File: src/rtl/plc_regs.vh
// Constants for the LED, reset and power-down control block.
// Assumes a 100 MHz core clock and the plain register port described in plc_top.v.
`ifndef PLC_REGS_VH
`define PLC_REGS_VH

// ----------------------------------------
// Register offsets (byte addresses)
// ----------------------------------------
`define PLC_OFS_CTRL_A 4'h0
`define PLC_OFS_CTRL_B 4'h4
`define PLC_OFS_STAT 4'h8
`define PLC_OFS_IRQ_STAT 4'hC
// Index 0x10 would not fit 4 bits, so mask sits on the 5-bit address
`define PLC_OFS_IRQ_MASK 5'h10
`define PLC_ADDR_W 5

// ----------------------------------------
// Control register fields (one per port)
// ----------------------------------------
`define PLC_CTRL_MODE3 0
`define PLC_CTRL_DUPLEX 1
`define PLC_CTRL_IRQ_EN 2
`define PLC_CTRL_RST 3'h0

// ----------------------------------------
// LED modes
// ----------------------------------------
`define PLC_MODE1 2'h1
`define PLC_MODE2 2'h2
`define PLC_MODE3 2'h3

// ----------------------------------------
// Timing
// ----------------------------------------
`define PLC_CLK_MHZ 100
`define PLC_RST_MIN_NS 1000
`define PLC_RST_CYC ((`PLC_RST_MIN_NS * `PLC_CLK_MHZ + 999) / 1000)
`define PLC_BLINK_MS 50
`define PLC_BLINK_CYC (`PLC_BLINK_MS * 1000 * `PLC_CLK_MHZ)

`endif

File: src/rtl/plc_top.v
// LED indicator, hardware reset and power-down/interrupt pin logic for two PHY ports.
// Assumes port status (link, speed, activity, collision, duplex, irq) comes from
// logic on sys_clk; pins and reset pin are asynchronous and are synchronised here.
//
// Overview of operation
// - Three indicators per port, strap or register mode
// - Indicator polarity follows strap level at reset
// - Mode 1: link indicator shows link only
// - Modes 2,3: link on, blinks with activity
// - Speed indicator on at 100, off at 10
// - Mode 1: third indicator shows activity
// - Mode 2: third indicator shows collision
// - Mode 3: register selects collision or duplex
// - Reset pin low 1 us starts reset
// - Hardware reset restores register defaults
// - Hardware reset re-samples all straps
// - Default pin function is active-low power-down
// - Interrupt mode: open-drain, pulled low on irq
// - Interrupt mode only after register configuration
`timescale 1ns/1ns
`include "plc_regs.vh"

module plc_top #(
    parameter BLINK_CYC = `PLC_BLINK_CYC,
    parameter RST_CYC = `PLC_RST_CYC
) (
    input wire sys_clk,
    input wire rstn,
    input wire clk_en,
    // Hardware reset pin, active low, asynchronous
    input wire hw_reset_n_pin,
    // Register port
    input wire [4:0] reg_addr,
    input wire [7:0] reg_wdata,
    input wire reg_wr,
    input wire reg_rd,
    output reg [7:0] reg_rdata,
    output wire irq,
    // Port status from the PHY core (sys_clk domain)
    input wire [1:0] link_good,
    input wire [1:0] speed_100,
    input wire [1:0] activity,
    input wire [1:0] collision,
    input wire [1:0] full_duplex,
    input wire [1:0] port_irq,
    // LED-mode strap select (1 = mode 1, 0 = mode 2), sampled at reset
    input wire mode_strap_pin,
    // Indicator pins, two-way: strap input while not driven
    input wire link_indicator_port_a_in,
    output reg link_indicator_port_a_out,
    output reg link_indicator_port_a_oe,
    input wire link_indicator_port_b_in,
    output reg link_indicator_port_b_out,
    output reg link_indicator_port_b_oe,
    input wire speed_indicator_port_a_in,
    output reg speed_indicator_port_a_out,
    output reg speed_indicator_port_a_oe,
    input wire speed_indicator_port_b_in,
    output reg speed_indicator_port_b_out,
    output reg speed_indicator_port_b_oe,
    input wire activity_collision_indicator_port_a_in,
    output reg activity_collision_indicator_port_a_out,
    output reg activity_collision_indicator_port_a_oe,
    input wire activity_collision_indicator_port_b_in,
    output reg activity_collision_indicator_port_b_out,
    output reg activity_collision_indicator_port_b_oe,
    // Power-down input / open-drain interrupt pins
    input wire powerdown_or_irq_port_a_in,
    output wire powerdown_or_irq_port_a_out,
    output reg powerdown_or_irq_port_a_oe,
    input wire powerdown_or_irq_port_b_in,
    output wire powerdown_or_irq_port_b_out,
    output reg powerdown_or_irq_port_b_oe,
    // Power-down request per port, active high
    output reg [1:0] power_down,
    // Internal reset to the rest of the PHY, active high
    output reg phy_reset
);

    // ----------------------------------------
    // Pin synchronisers
    // ----------------------------------------
    // Bit order: 0 rst,1 mode,2..7 led pins,8..9 pwrdn pins
    wire [9:0] pin_raw;
    reg [9:0] sync1_reg;
    reg [9:0] sync2_reg;

    assign pin_raw = {powerdown_or_irq_port_b_in, powerdown_or_irq_port_a_in,
                      activity_collision_indicator_port_b_in, activity_collision_indicator_port_a_in,
                      speed_indicator_port_b_in, speed_indicator_port_a_in,
                      link_indicator_port_b_in, link_indicator_port_a_in,
                      mode_strap_pin, hw_reset_n_pin};

    // Two flops; only the second stage feeds logic
    // No reset here: the chain must fill with the real pin levels during reset,
    // otherwise the straps would be captured from a forced value instead of the pins
    always @(posedge sys_clk)
    begin
        if (clk_en)
        begin
            sync1_reg <= pin_raw;
            sync2_reg <= sync1_reg;
        end
    end

    // ----------------------------------------
    // Reset pin filter
    // ----------------------------------------
    reg [7:0] rst_cnt_reg;
    reg hw_rst_reg;
    wire rst_long;

    // Short glitches under the minimum width are ignored
    assign rst_long = (rst_cnt_reg >= RST_CYC[7:0]);

    always @(posedge sys_clk)
    begin
        if (!rstn)
        begin
            rst_cnt_reg <= 8'h00;
            hw_rst_reg <= 1'b1;
        end
        else if (clk_en)
        begin
            if (sync2_reg[0])
            begin
                // Pin released: reset ends, counter clears
                rst_cnt_reg <= 8'h00;
                hw_rst_reg <= 1'b0;
            end
            else
            begin
                if (!rst_long)
                    rst_cnt_reg <= rst_cnt_reg + 8'h01;
                if (rst_long)
                    hw_rst_reg <= 1'b1;
            end
        end
    end

    // Combined reset: system reset or a qualified pin reset
    wire any_rst;
    assign any_rst = !rstn || hw_rst_reg;

    always @(posedge sys_clk)
    begin
        if (!rstn)
            phy_reset <= 1'b1;
        else if (clk_en)
            phy_reset <= hw_rst_reg;
    end

    // ----------------------------------------
    // Strap capture
    // ----------------------------------------
    // Pins are released during reset so the straps can be read
    reg [5:0] pol_reg;
    reg mode1_strap_reg;

    always @(posedge sys_clk)
    begin
        if (clk_en && any_rst)
        begin
            pol_reg <= sync2_reg[7:2];
            mode1_strap_reg <= sync2_reg[1];
        end
    end

    // ----------------------------------------
    // Registers
    // ----------------------------------------
    reg [2:0] ctrl_a_reg;
    reg [2:0] ctrl_b_reg;
    reg [1:0] irq_stat_reg;
    reg [1:0] irq_mask_reg;
    reg [1:0] irq_stat_next;
    reg [1:0] irq_prev_reg;
    wire [1:0] irq_rise;

    assign irq_rise = port_irq & ~irq_prev_reg;

    // Set wins over write-one-to-clear in the same cycle
    always @*
    begin
        irq_stat_next = irq_stat_reg;
        if (reg_wr && reg_addr == {1'b0, `PLC_OFS_IRQ_STAT})
            irq_stat_next = irq_stat_next & ~reg_wdata[1:0];
        irq_stat_next = irq_stat_next | irq_rise;
    end

    always @(posedge sys_clk)
    begin
        if (any_rst)
        begin
            ctrl_a_reg <= `PLC_CTRL_RST;
            ctrl_b_reg <= `PLC_CTRL_RST;
            irq_stat_reg <= 2'h0;
            irq_mask_reg <= 2'h0;
            irq_prev_reg <= 2'h0;
            reg_rdata <= 8'h00;
        end
        else if (clk_en)
        begin
            irq_prev_reg <= port_irq;
            irq_stat_reg <= irq_stat_next;
            if (reg_wr)
            begin
                case (reg_addr)
                    {1'b0, `PLC_OFS_CTRL_A}: ctrl_a_reg <= reg_wdata[2:0];
                    {1'b0, `PLC_OFS_CTRL_B}: ctrl_b_reg <= reg_wdata[2:0];
                    `PLC_OFS_IRQ_MASK: irq_mask_reg <= reg_wdata[1:0];
                    default: ;
                endcase
            end
            // Read data valid in the next cycle only
            reg_rdata <= 8'h00;
            if (reg_rd)
            begin
                case (reg_addr)
                    {1'b0, `PLC_OFS_CTRL_A}: reg_rdata <= {5'h00, ctrl_a_reg};
                    {1'b0, `PLC_OFS_CTRL_B}: reg_rdata <= {5'h00, ctrl_b_reg};
                    {1'b0, `PLC_OFS_STAT}: reg_rdata <= {power_down, mode1_strap_reg, 1'b0, link_good, speed_100};
                    {1'b0, `PLC_OFS_IRQ_STAT}: reg_rdata <= {6'h00, irq_stat_reg};
                    `PLC_OFS_IRQ_MASK: reg_rdata <= {6'h00, irq_mask_reg};
                    default: reg_rdata <= 8'h00;
                endcase
            end
        end
    end

    assign irq = |(irq_stat_reg & irq_mask_reg);

    // ----------------------------------------
    // Blink timer
    // ----------------------------------------
    reg [26:0] blink_cnt_reg;
    reg blink_reg;

    // Fixed slow toggle so the eye can see activity
    always @(posedge sys_clk)
    begin
        if (any_rst)
        begin
            blink_cnt_reg <= 27'h0000000;
            blink_reg <= 1'b0;
        end
        else if (clk_en)
        begin
            if (blink_cnt_reg >= BLINK_CYC[26:0] - 27'h0000001)
            begin
                blink_cnt_reg <= 27'h0000000;
                blink_reg <= ~blink_reg;
            end
            else
                blink_cnt_reg <= blink_cnt_reg + 27'h0000001;
        end
    end

    // ----------------------------------------
    // Indicator decode
    // ----------------------------------------
    // Returns {link, speed, third} logical on-states for one port
    function [2:0] led_on;
        input [1:0] mode;
        input dup_sel;
        input lnk;
        input spd;
        input act;
        input col;
        input dup;
        input blk;
        reg l;
        reg t;
        begin
            l = 1'b0;
            t = 1'b0;
            case (mode)
                `PLC_MODE1:
                begin
                    l = lnk;
                    t = act;
                end
                `PLC_MODE2:
                begin
                    l = lnk && !(act && blk);
                    t = col;
                end
                `PLC_MODE3:
                begin
                    l = lnk && !(act && blk);
                    t = dup_sel ? dup : col;
                end
                default:
                begin
                    l = lnk;
                    t = act;
                end
            endcase
            led_on = {l, spd, t};
        end
    endfunction

    // Register mode 3 overrides the strap choice
    wire [1:0] mode_a;
    wire [1:0] mode_b;
    wire [2:0] on_a;
    wire [2:0] on_b;

    assign mode_a = ctrl_a_reg[`PLC_CTRL_MODE3] ? `PLC_MODE3 : (mode1_strap_reg ? `PLC_MODE1 : `PLC_MODE2);
    assign mode_b = ctrl_b_reg[`PLC_CTRL_MODE3] ? `PLC_MODE3 : (mode1_strap_reg ? `PLC_MODE1 : `PLC_MODE2);
    // Each port decodes from its own status bits only
    assign on_a = led_on(mode_a, ctrl_a_reg[`PLC_CTRL_DUPLEX], link_good[0], speed_100[0],
                         activity[0], collision[0], full_duplex[0], blink_reg);
    assign on_b = led_on(mode_b, ctrl_b_reg[`PLC_CTRL_DUPLEX], link_good[1], speed_100[1],
                         activity[1], collision[1], full_duplex[1], blink_reg);

    // ----------------------------------------
    // Pin drivers
    // ----------------------------------------
    // Strapped low (pulled down) means active high LED; pulled up means active low
    always @(posedge sys_clk)
    begin
        if (any_rst)
        begin
            // Release pins so the straps can be sensed
            link_indicator_port_a_oe <= 1'b0;
            link_indicator_port_b_oe <= 1'b0;
            speed_indicator_port_a_oe <= 1'b0;
            speed_indicator_port_b_oe <= 1'b0;
            activity_collision_indicator_port_a_oe <= 1'b0;
            activity_collision_indicator_port_b_oe <= 1'b0;
            link_indicator_port_a_out <= 1'b0;
            link_indicator_port_b_out <= 1'b0;
            speed_indicator_port_a_out <= 1'b0;
            speed_indicator_port_b_out <= 1'b0;
            activity_collision_indicator_port_a_out <= 1'b0;
            activity_collision_indicator_port_b_out <= 1'b0;
        end
        else if (clk_en)
        begin
            link_indicator_port_a_oe <= 1'b1;
            link_indicator_port_b_oe <= 1'b1;
            speed_indicator_port_a_oe <= 1'b1;
            speed_indicator_port_b_oe <= 1'b1;
            activity_collision_indicator_port_a_oe <= 1'b1;
            activity_collision_indicator_port_b_oe <= 1'b1;
            link_indicator_port_a_out <= on_a[2] ^ pol_reg[0];
            link_indicator_port_b_out <= on_b[2] ^ pol_reg[1];
            speed_indicator_port_a_out <= on_a[1] ^ pol_reg[2];
            speed_indicator_port_b_out <= on_b[1] ^ pol_reg[3];
            activity_collision_indicator_port_a_out <= on_a[0] ^ pol_reg[4];
            activity_collision_indicator_port_b_out <= on_b[0] ^ pol_reg[5];
        end
    end

    // Open-drain: output level is always low, only the enable moves
    assign powerdown_or_irq_port_a_out = 1'b0;
    assign powerdown_or_irq_port_b_out = 1'b0;

    always @(posedge sys_clk)
    begin
        if (any_rst)
        begin
            powerdown_or_irq_port_a_oe <= 1'b0;
            powerdown_or_irq_port_b_oe <= 1'b0;
            power_down <= 2'h0;
        end
        else if (clk_en)
        begin
            // Pin becomes interrupt output only once software asks
            powerdown_or_irq_port_a_oe <= ctrl_a_reg[`PLC_CTRL_IRQ_EN] && port_irq[0];
            powerdown_or_irq_port_b_oe <= ctrl_b_reg[`PLC_CTRL_IRQ_EN] && port_irq[1];
            power_down[0] <= !ctrl_a_reg[`PLC_CTRL_IRQ_EN] && !sync2_reg[8];
            power_down[1] <= !ctrl_b_reg[`PLC_CTRL_IRQ_EN] && !sync2_reg[9];
        end
    end

endmodule // plc_top

File: config.mk
export PLATFORM = sky130hd
export DESIGN_NAME = plc_top
export DESIGN_NICKNAME = d
export VERILOG_FILES = /design/src/rtl/plc_top.v
export VERILOG_INCLUDE_DIRS = /design/src /design/src/rtl
export SDC_FILE = /design/constraint.sdc
export NUM_CORES = 1
export LEC_CHECK = 0
export BUFFER_PORTS_ARGS = -buffer_cell sky130_fd_sc_hd__buf_2
export CORE_ASPECT_RATIO = 1.5
export CORE_MARGIN = 2
export CORE_UTILIZATION = 50
export DETAILED_ROUTE_END_ITERATION = 8
export PLACE_DENSITY_LB_ADDON = 0.12
export SLEW_MARGIN = 20
export SYNTH_ARGS = -nofsm -noshare
export SYNTH_HDL_FRONTEND = slang
export SYNTH_SLANG_ARGS = --single-unit
export TNS_END_PERCENT = 5
File: constraint.sdc
create_clock -name sys_clk -period 5.2 [get_ports sys_clk]
set_clock_uncertainty 0.2 [all_clocks]
set_input_delay 0.26 -clock sys_clk [delete_from_list [all_inputs] [get_ports sys_clk]]
set_output_delay 0.26 -clock sys_clk [all_outputs]
set_load 0.005 [all_outputs]
==> results of run 1 <==
==> critical path: cells and delay by family (launching register included) <==
family          cells  cell delay [ns]
flops               1             0.39
simple gates        3             0.66
compound gates      2             0.87
fa+ha+maj           1             0.23
==> final cells by class <==
cell class,instances,share of cell area (%)
clock buffers,9,4.54
clock inverters,7,2.09
inverters,9,0.681
multi-input cells,297,36.7
flip-flops and latches,95,43.8
well taps,105,2.65
repair buffers,77,9.49
==> cell families after synthesis <==
| group | count (synthesis) | share of synthesized area (%) |
|---|---|---|
| other | 1 | 0.0902 |
| adder cells (fa/ha/maj) | 3 | 0.903 |
| buffers and inverters | 34 | 4.10 |
| AND/OR/NAND/NOR | 186 | 22.3 |
| flip-flops | 95 | 52.3 |
| multiplexers | 12 | 3.49 |
| XOR/XNOR | 29 | 6.11 |
| AO/OA/AOI/OAI | 64 | 10.8 |
==> layer usage <==
metal / GRT usage (%) / part of all wire (%)
met5: 0 / 0
met4: 10.2 / 2.5
met3: 3.50 / 3.3
met2: 34.3 / 51
met1: 23.0 / 44
==> cells in the final DEF (no fill, tap or decap), types with 9 or more instances in the layout <==
| cell | count |
|---|---|
| nor2_1 | 70 |
| a21oi_1 | 19 |
| clkbuf_16 | 9 |
| nor4_1 | 9 |
| mux2i_1 | 10 |
| nand4_1 | 14 |
| dlygate4sd3_1 | 16 |
| nor3_1 | 16 |
| inv_1 | 9 |
| edfxtp_1 | 27 |
| nand3_1 | 9 |
| dfxtp_1 | 68 |
| nand2_1 | 33 |
| buf_2 | 59 |
| xnor2_1 | 20 |
| o21ai_0 | 10 |
| xor2_1 | 9 |
==> where the power goes <==
part	leakage, uW	internal [uW]	switching [uW]	total (uW)
combinational	0.000836	36.1	47.4	83.5
sequential	0.000812	783	9.40	793
clock	0.000155	428	285	712
total	0.00180	1250	341	1590
==> repair_timing <==
action	4_1_cts	5_1_grt
hold buffers	16	0
setup buffers	0	0
hold endpoints to repair	17	0
==> per-stage QoR <==
step	worst slack, ns	util, %
6_report	2.70	61.5
5_1_grt	2.48	61.5
4_1_cts	2.67	61.5
3_5_place_dp	2.68	55.5
3_3_place_gp	2.71	55.5
2_1_floorplan	3.24	-
==> worst paths after layout <==
kind / from / end / slack (ns) / depth (start not counted)
worst max register to register: blink_cnt_reg[0] / blink_cnt_reg[12] / 2.70 / 6
worst min register to register: sync1_reg[0] / sync2_reg[0] / 0.22 / 0
worst min-delay path: port_irq[0] / irq_prev_reg[0] / 0.01 / 3
worst max-delay path: blink_cnt_reg[0] / blink_cnt_reg[12] / 2.70 / 6
==> results by stage, run 1 <==
Outcome:
- The run finished with clean final reports.

Placement:
- The placer's final routability congestion estimate is 0.862.
- Port buffering added 59 buffers.
- The number of cells in the design after placement is 567.
- The cell area reported after detailed placement is 0.00447 sq mm.
- Summed over all nets, the half-perimeter wirelength after detailed placement is 5.81 mm.

Detailed routing:
- In this run, the number of DRC markers left after iteration 0 of detailed routing was 124.
- In the final routed layout, each cell accounts on average for 14.0 um.
- The count of vias placed by the detailed router is 3255.
- The count of nets left with antenna violations once routing finished came out at 0.
- The number of search-and-repair iterations in the first detailed-routing pass is 4.
- The sum of routed wire length over all layers is 8.39 mm.
- After detailed routing, the number of remaining DRC violations is 0.
- Using the TritonRoute via totals, the vias-per-cell ratio works out to 5.43.

Timing:
- The worst slew margin relative to its limit is 54.1%.
- Setup violations remaining at the end of the flow were counted as 0.
- The count of endpoints failing hold in the final timing report is 0.
- Setup repair after global routing left no endpoint under its margin.
- The highest clock frequency the design can meet is 400 MHz.
- The slew of the pin with the lowest slew margin is 0.687 ns.
- The max-slew violation total from the final report came to 0.
- The final critical delay including setup and external delays is 2.50 ns.
- The total negative setup slack is 0 ns.
- After layout, the worst path uses 48.1% of the clock period.
- Hold is met by 0.0148 ns.

Clock network:
- The CTS buffer count is 9.
- The count of clock tree sinks is 95.
- The number of gates resized after cts is 0.
- The clock edge transition at the registers on the reported setup and hold paths is 0.07 ns.
- The maximum clock insertion buffer count is 2.
- The clock latency at the later pin of the worst-skew pair is 0.34 ns.
- The H-tree generated during clock tree synthesis spans 3 levels.
- The clock root buffer is clkbuf_16.
- The clock tree from TritonCTS is done.

Floorplanning:
- The row count is 40.
- Once the floorplan was initialized, standard cells occupied 51.6% of the core.
- The placeable core region is 0.00806 sq mm.
- The number of top-level pins is 68.
- The die covers 0.00907 sq mm.
- The width of the chip is 78.4 um.
- The floorplan step set the die height to 116 um.

Logic synthesis:
- In the synthesized netlist the dominant register cell turns out to be dfxtp_1.
- Summing every instance area after synthesis gives 0.00416 sq mm.
- The async set-reset flop share out of synthesis is 0%.
- In this run, synthesis inferred 27 flip-flops with an integrated enable.
- The share of synthesized area in the top cell type comes to 32.8%.
- Ranked by total cell area, the synthesized netlist is headed by dfxtp_1, edfxtp_1, nor2_1.
- The commonest cells after synthesis are nor2_1, dfxtp_1, nand2_1.
- The number of warnings reported in the yosys synthesis log is 0.
- The synthesized netlist cell count is 424.
- Of all cell types, the one taking the most synthesized area is dfxtp_1.
- The number of distinct standard cells referenced by the synthesized netlist is 54.
- The sequential-to-total area share from yosys stat is 52.3%.
- After synthesis, the mean cell area works out to 9.80 sq um.
- The register bit count reported by yosys is 95.
- The most repeated cell in the gate-level netlist after synthesis is nor2_1.

Global route:
- Global routing used 19.6% of the available tracks across all layers.
- The first-pass GRT wire length is 14.0 mm.
- Summed over all layers, the global routing overflow is 0.
- The via count of the first global-routing pass came to 3121.
- The initial antenna violation count is 0.
- Entering global routing, the biggest net connects 39 pins.

Hold path:
- The path type of the worst min-delay path is input pin to flip-flop.

Worst setup path:
- The critical path goes through ha_1 > nand4_1 > nand3b_1 > o22a_2 > a31oi_4 > nor3_1.
- Of all nets on the critical path, the largest fanout is 22.
- The arrival time at the worst endpoint is 2.50 ns.
- The required time of the critical path is 5.20 ns.
- The worst setup path category is flip-flop to flip-flop.
- For this design, the slowest cell found on the critical path is a31oi_4.
- The element type at the critical path end is a flip-flop.
- The kind of launch point of the worst setup path is a flip-flop.
- For this run, the slowest stage of the critical path takes 0.55 ns.

Pwr:
- For this design the ratio of total power to cell area is 320 mW/mm^2.
- The leakage power of the design is 0.00180 uW.
- The largest voltage drop on the vdd net is 221 uV.
- Power comes to 1590 uW.

Final layout:
- The number of fill cells in the layout is 698.
- Once layout is complete, the cells apart from fillers number 599.
- The layout overhead on the synthesized area is 19.3%.
- The final instance area is 0.00496 sq mm.
- The post-layout net count is 532.
- The area of the multi-input gates is 0.00182 sq mm.
- The register with the most flip-flops in the layout has 27 of them.
- The number of antenna diodes in the final layout is 0.
- In the final layout, flip-flops and latches occupy 0.00217 sq mm.
- Of the cells placed in the final design, the portion with a size suffix greater than 1 is 18.0%.

Job:
- The number of maximum-capacitance violations is 0.
Power figures use the tool's default switching activity.
==> run 2, diff against run 1 <==
==> constraint.sdc (replaced) <==
create_clock -name sys_clk -period 2 [get_ports sys_clk]
set_clock_uncertainty 0.2 [all_clocks]
set_input_delay 0.1 -clock sys_clk [delete_from_list [all_inputs] [get_ports sys_clk]]
set_output_delay 0.1 -clock sys_clk [all_outputs]
set_load 0.005 [all_outputs]
==> results by stage, run 2 (synthesis gave the netlist of run 1 again) <==
Detailed routing:
- The post-route antenna net violation count is 0 (unchanged).
- The violation count after the first detailed-route iteration came to 174 (was 124).
- The count of vias placed by the detailed router came to 3420 (was 3255).
- The number of search-and-repair iterations in the first detailed-routing pass is 5 (was 4).
- The residual DRC count came to 0 (unchanged).
- The routed wirelength normalized by instance count was 14.2 um (was 14.0 um).
- The detail-routed via count per cell was 5.41 (was 5.43).
- The sum of routed wire length over all layers is 8.95 mm (was 8.39 mm).

Worst setup path:
- Chain of cells forming the critical path: dlygate4sd3_1 > buf_2 > and4_1 > nand3_2 > nor4_1 > xnor2_1 > nor2_1 (was ha_1 > nand4_1 > nand3b_1 > o22a_2 > a31oi_4 > nor3_1).
- The slowest library cell on the worst path was dlygate4sd3_1 (was a31oi_4).
- The worst setup path category was input pin to flip-flop (was flip-flop to flip-flop).
- The slack of the worst reg-to-reg path is 0.08 ns (was 2.70 ns).
- The stage delay of the slowest cell on the critical path is 0.52 ns (was 0.55 ns).
- The peak fanout along the critical path is 10 (was 22).
- The required time of the critical path is 2.04 ns (was 5.20 ns).
- The element type at the critical path end is a flip-flop (unchanged).
- The arrival time at the worst endpoint is 1.99 ns (was 2.50 ns).
- The kind of launch point of the worst setup path is an input pin (was flip-flop).

Floorplanning:
- The width of the chip came to 78.4 um (unchanged).
- The full die area is 0.00907 sq mm (unchanged).
- The placeable core region is 0.00806 sq mm (unchanged).
- The number of top-level pins is 68 (unchanged).
- The starting density of the core is 51.6% (unchanged).
- The row count was 40 (unchanged).
- The die outline height is 116 um (unchanged).

Final layout:
- The flip-flop count of the largest register, all copies and words added came to 27 (unchanged).
- The commonest non-fill, non-tap cell in the layout is nor2_1 (unchanged).
- Most frequent cells in the layout: nor2_1, dfxtp_1, buf_2 (unchanged).
- The fraction of layout cells with a size suffix above 1 is 22.2% (was 18.0%).
- The post-layout net count came to 565 (was 532).
- The layout overhead on the synthesized area was 25.8% (was 19.3%).
- The antenna cell count is 0 (unchanged).

Timing:
- Unrepaired setup endpoints after global routing: yes (was no).
- The count of endpoints failing hold in the final timing report was 0 (unchanged).
- The slew of the pin with the lowest slew margin is 0.583 ns (was 0.687 ns).
- The routed design could run at a clock period as short as 1.95 ns.
- The highest clock frequency the design can meet is 513 MHz.
- In the finished design, the share of the clock period the worst path needs comes to 97.5%.
- The worst slew margin relative to its limit is 61.0% (was 54.1%).
- The max-slew violation total from the final report was 0 (unchanged).
- The final setup violation count is 0 (unchanged).
- The total negative setup slack came to 0 ns (unchanged).
- The worst hold slack after final layout is 0.0354 ns (was 0.0148 ns).

Global route:
- The initial antenna violation count is 0 (unchanged).
- The via count of the first global-routing pass is 3268 (was 3121).
- The leftover overflow at the end of global routing is 0 (unchanged).
- The total routing usage reported by global routing is 21.0% (was 19.6%).
- The largest net degree at the start of global routing came to 31 (was 39).
- The first-pass GRT wire length was 15.0 mm (was 14.0 mm).

Outcome:
- Outcome: completed (unchanged).

Clock network:
- The CTS buffer count is 9 (unchanged).
- The number of H-tree branching levels is 3 (unchanged).
- The count of clock tree sinks is 95 (unchanged).
- The clock latency at the later pin of the worst-skew pair was 0.34 ns (about the same).
- The maximum clock insertion buffer count is 2 (unchanged).
- The clock edge transition at the registers on the reported setup and hold paths is 0.07 ns (about the same).
- The clock root buffer is clkbuf_16 (unchanged).
- The clock tree from TritonCTS was done (unchanged).
- The post-CTS repair timing setup buffer count is 0 (unchanged).

Hold path:
- The path type of the worst min-delay path is input pin to flip-flop (unchanged).

Pwr:
- The leakage power of the design was 0.00196 uW (was 0.00180 uW).
- The power density over the cells came to 763 mW/mm^2 (was 320 mW/mm^2).
- The largest voltage drop on the vdd net is 650 uV (was 221 uV).

Job:
- The number of maximum-capacitance violations was 0 (unchanged).

Placement:
- The HPWL after detailed placement is 6.30 mm (was 5.81 mm).
- The placer's final routability congestion estimate is 0.819 (was 0.862).
- The count of buffers from port buffering is 59 (unchanged).
==> run 2: changes by cell type in the layout (fill, tap and decap cells not counted), sizes merged <==
cell / change
buf: +25
dlygate4sd3: +8
clkinv: +3
bufinv: -2
clkinvlp: -1
==> run 2: cell type report <==
class / count / area, sq um
Timing Repair Buffer: 110 / 754
Inverter: 9 / 33.8
Fill cell: 673 / 2830
Multi-Input combinational cell: 297 / 1830
Clock buffer: 9 / 225
Tap cell: 105 / 131
Clock inverter: 7 / 75.1
Sequential cell: 95 / 2170
==> run 2: worst max-delay path, delay by kind of cell <==
family,cells,cell delay [ns]
xor gates and xnor gates,1,0.16
buffers and inverters,2,0.77
and+or+nand+nor,4,0.94
==> run 2: metrics by stage <==
stage / power (uW) / setup WS (ns) / instances / instance area, sq um / utilization [%]
after floorplan: 2220 / 0.0439 / 426 / 4160 / -
after global placement: 2310 / 0.0954 / 592 / 4670 / 57.9
after detailed placement: 2320 / 0.0345 / 592 / 4670 / 57.9
after CTS: 4030 / 0.00682 / 632 / 5210 / 64.6
after global routing: 4130 / -0.0325 / 632 / 5230 / 64.9
final: 3990 / 0.0500 / 632 / 5230 / 64.9
==> run 2: repair_timing <==
item                                   4_1_cts  5_1_grt
gates resized for setup                      0        4
hold buffers                                24        0
setup endpoints to repair                    0       35
endpoints found under the hold margin       36        0
==> run 2: layer usage <==
| metal | share of wire [%] | track usage, % |
|---|---|---|
| met5 | 0 | 0 |
| met4 | 1.7 | 8.54 |
| met3 | 3.6 | 3.50 |
| met2 | 51 | 37.5 |
| met1 | 44 | 25.1 |
==> run 2: power by group <==
group	switching, uW	internal (uW)	total, uW
Clock	791	884	1670
Sequential	25.7	2040	2060
Combinational	131	120	251
==> run 2: worst paths after layout <==
kind	cells past startpoint	endpoint	from
hold reg to reg	0	mode1_strap_reg	sync2_reg[1]
hold / removal	4	reg_rdata[2]	reg_addr[2]
setup reg to reg	7	blink_cnt_reg[10]	blink_cnt_reg[0]
setup / recovery	7	blink_cnt_reg[23]	clk_en
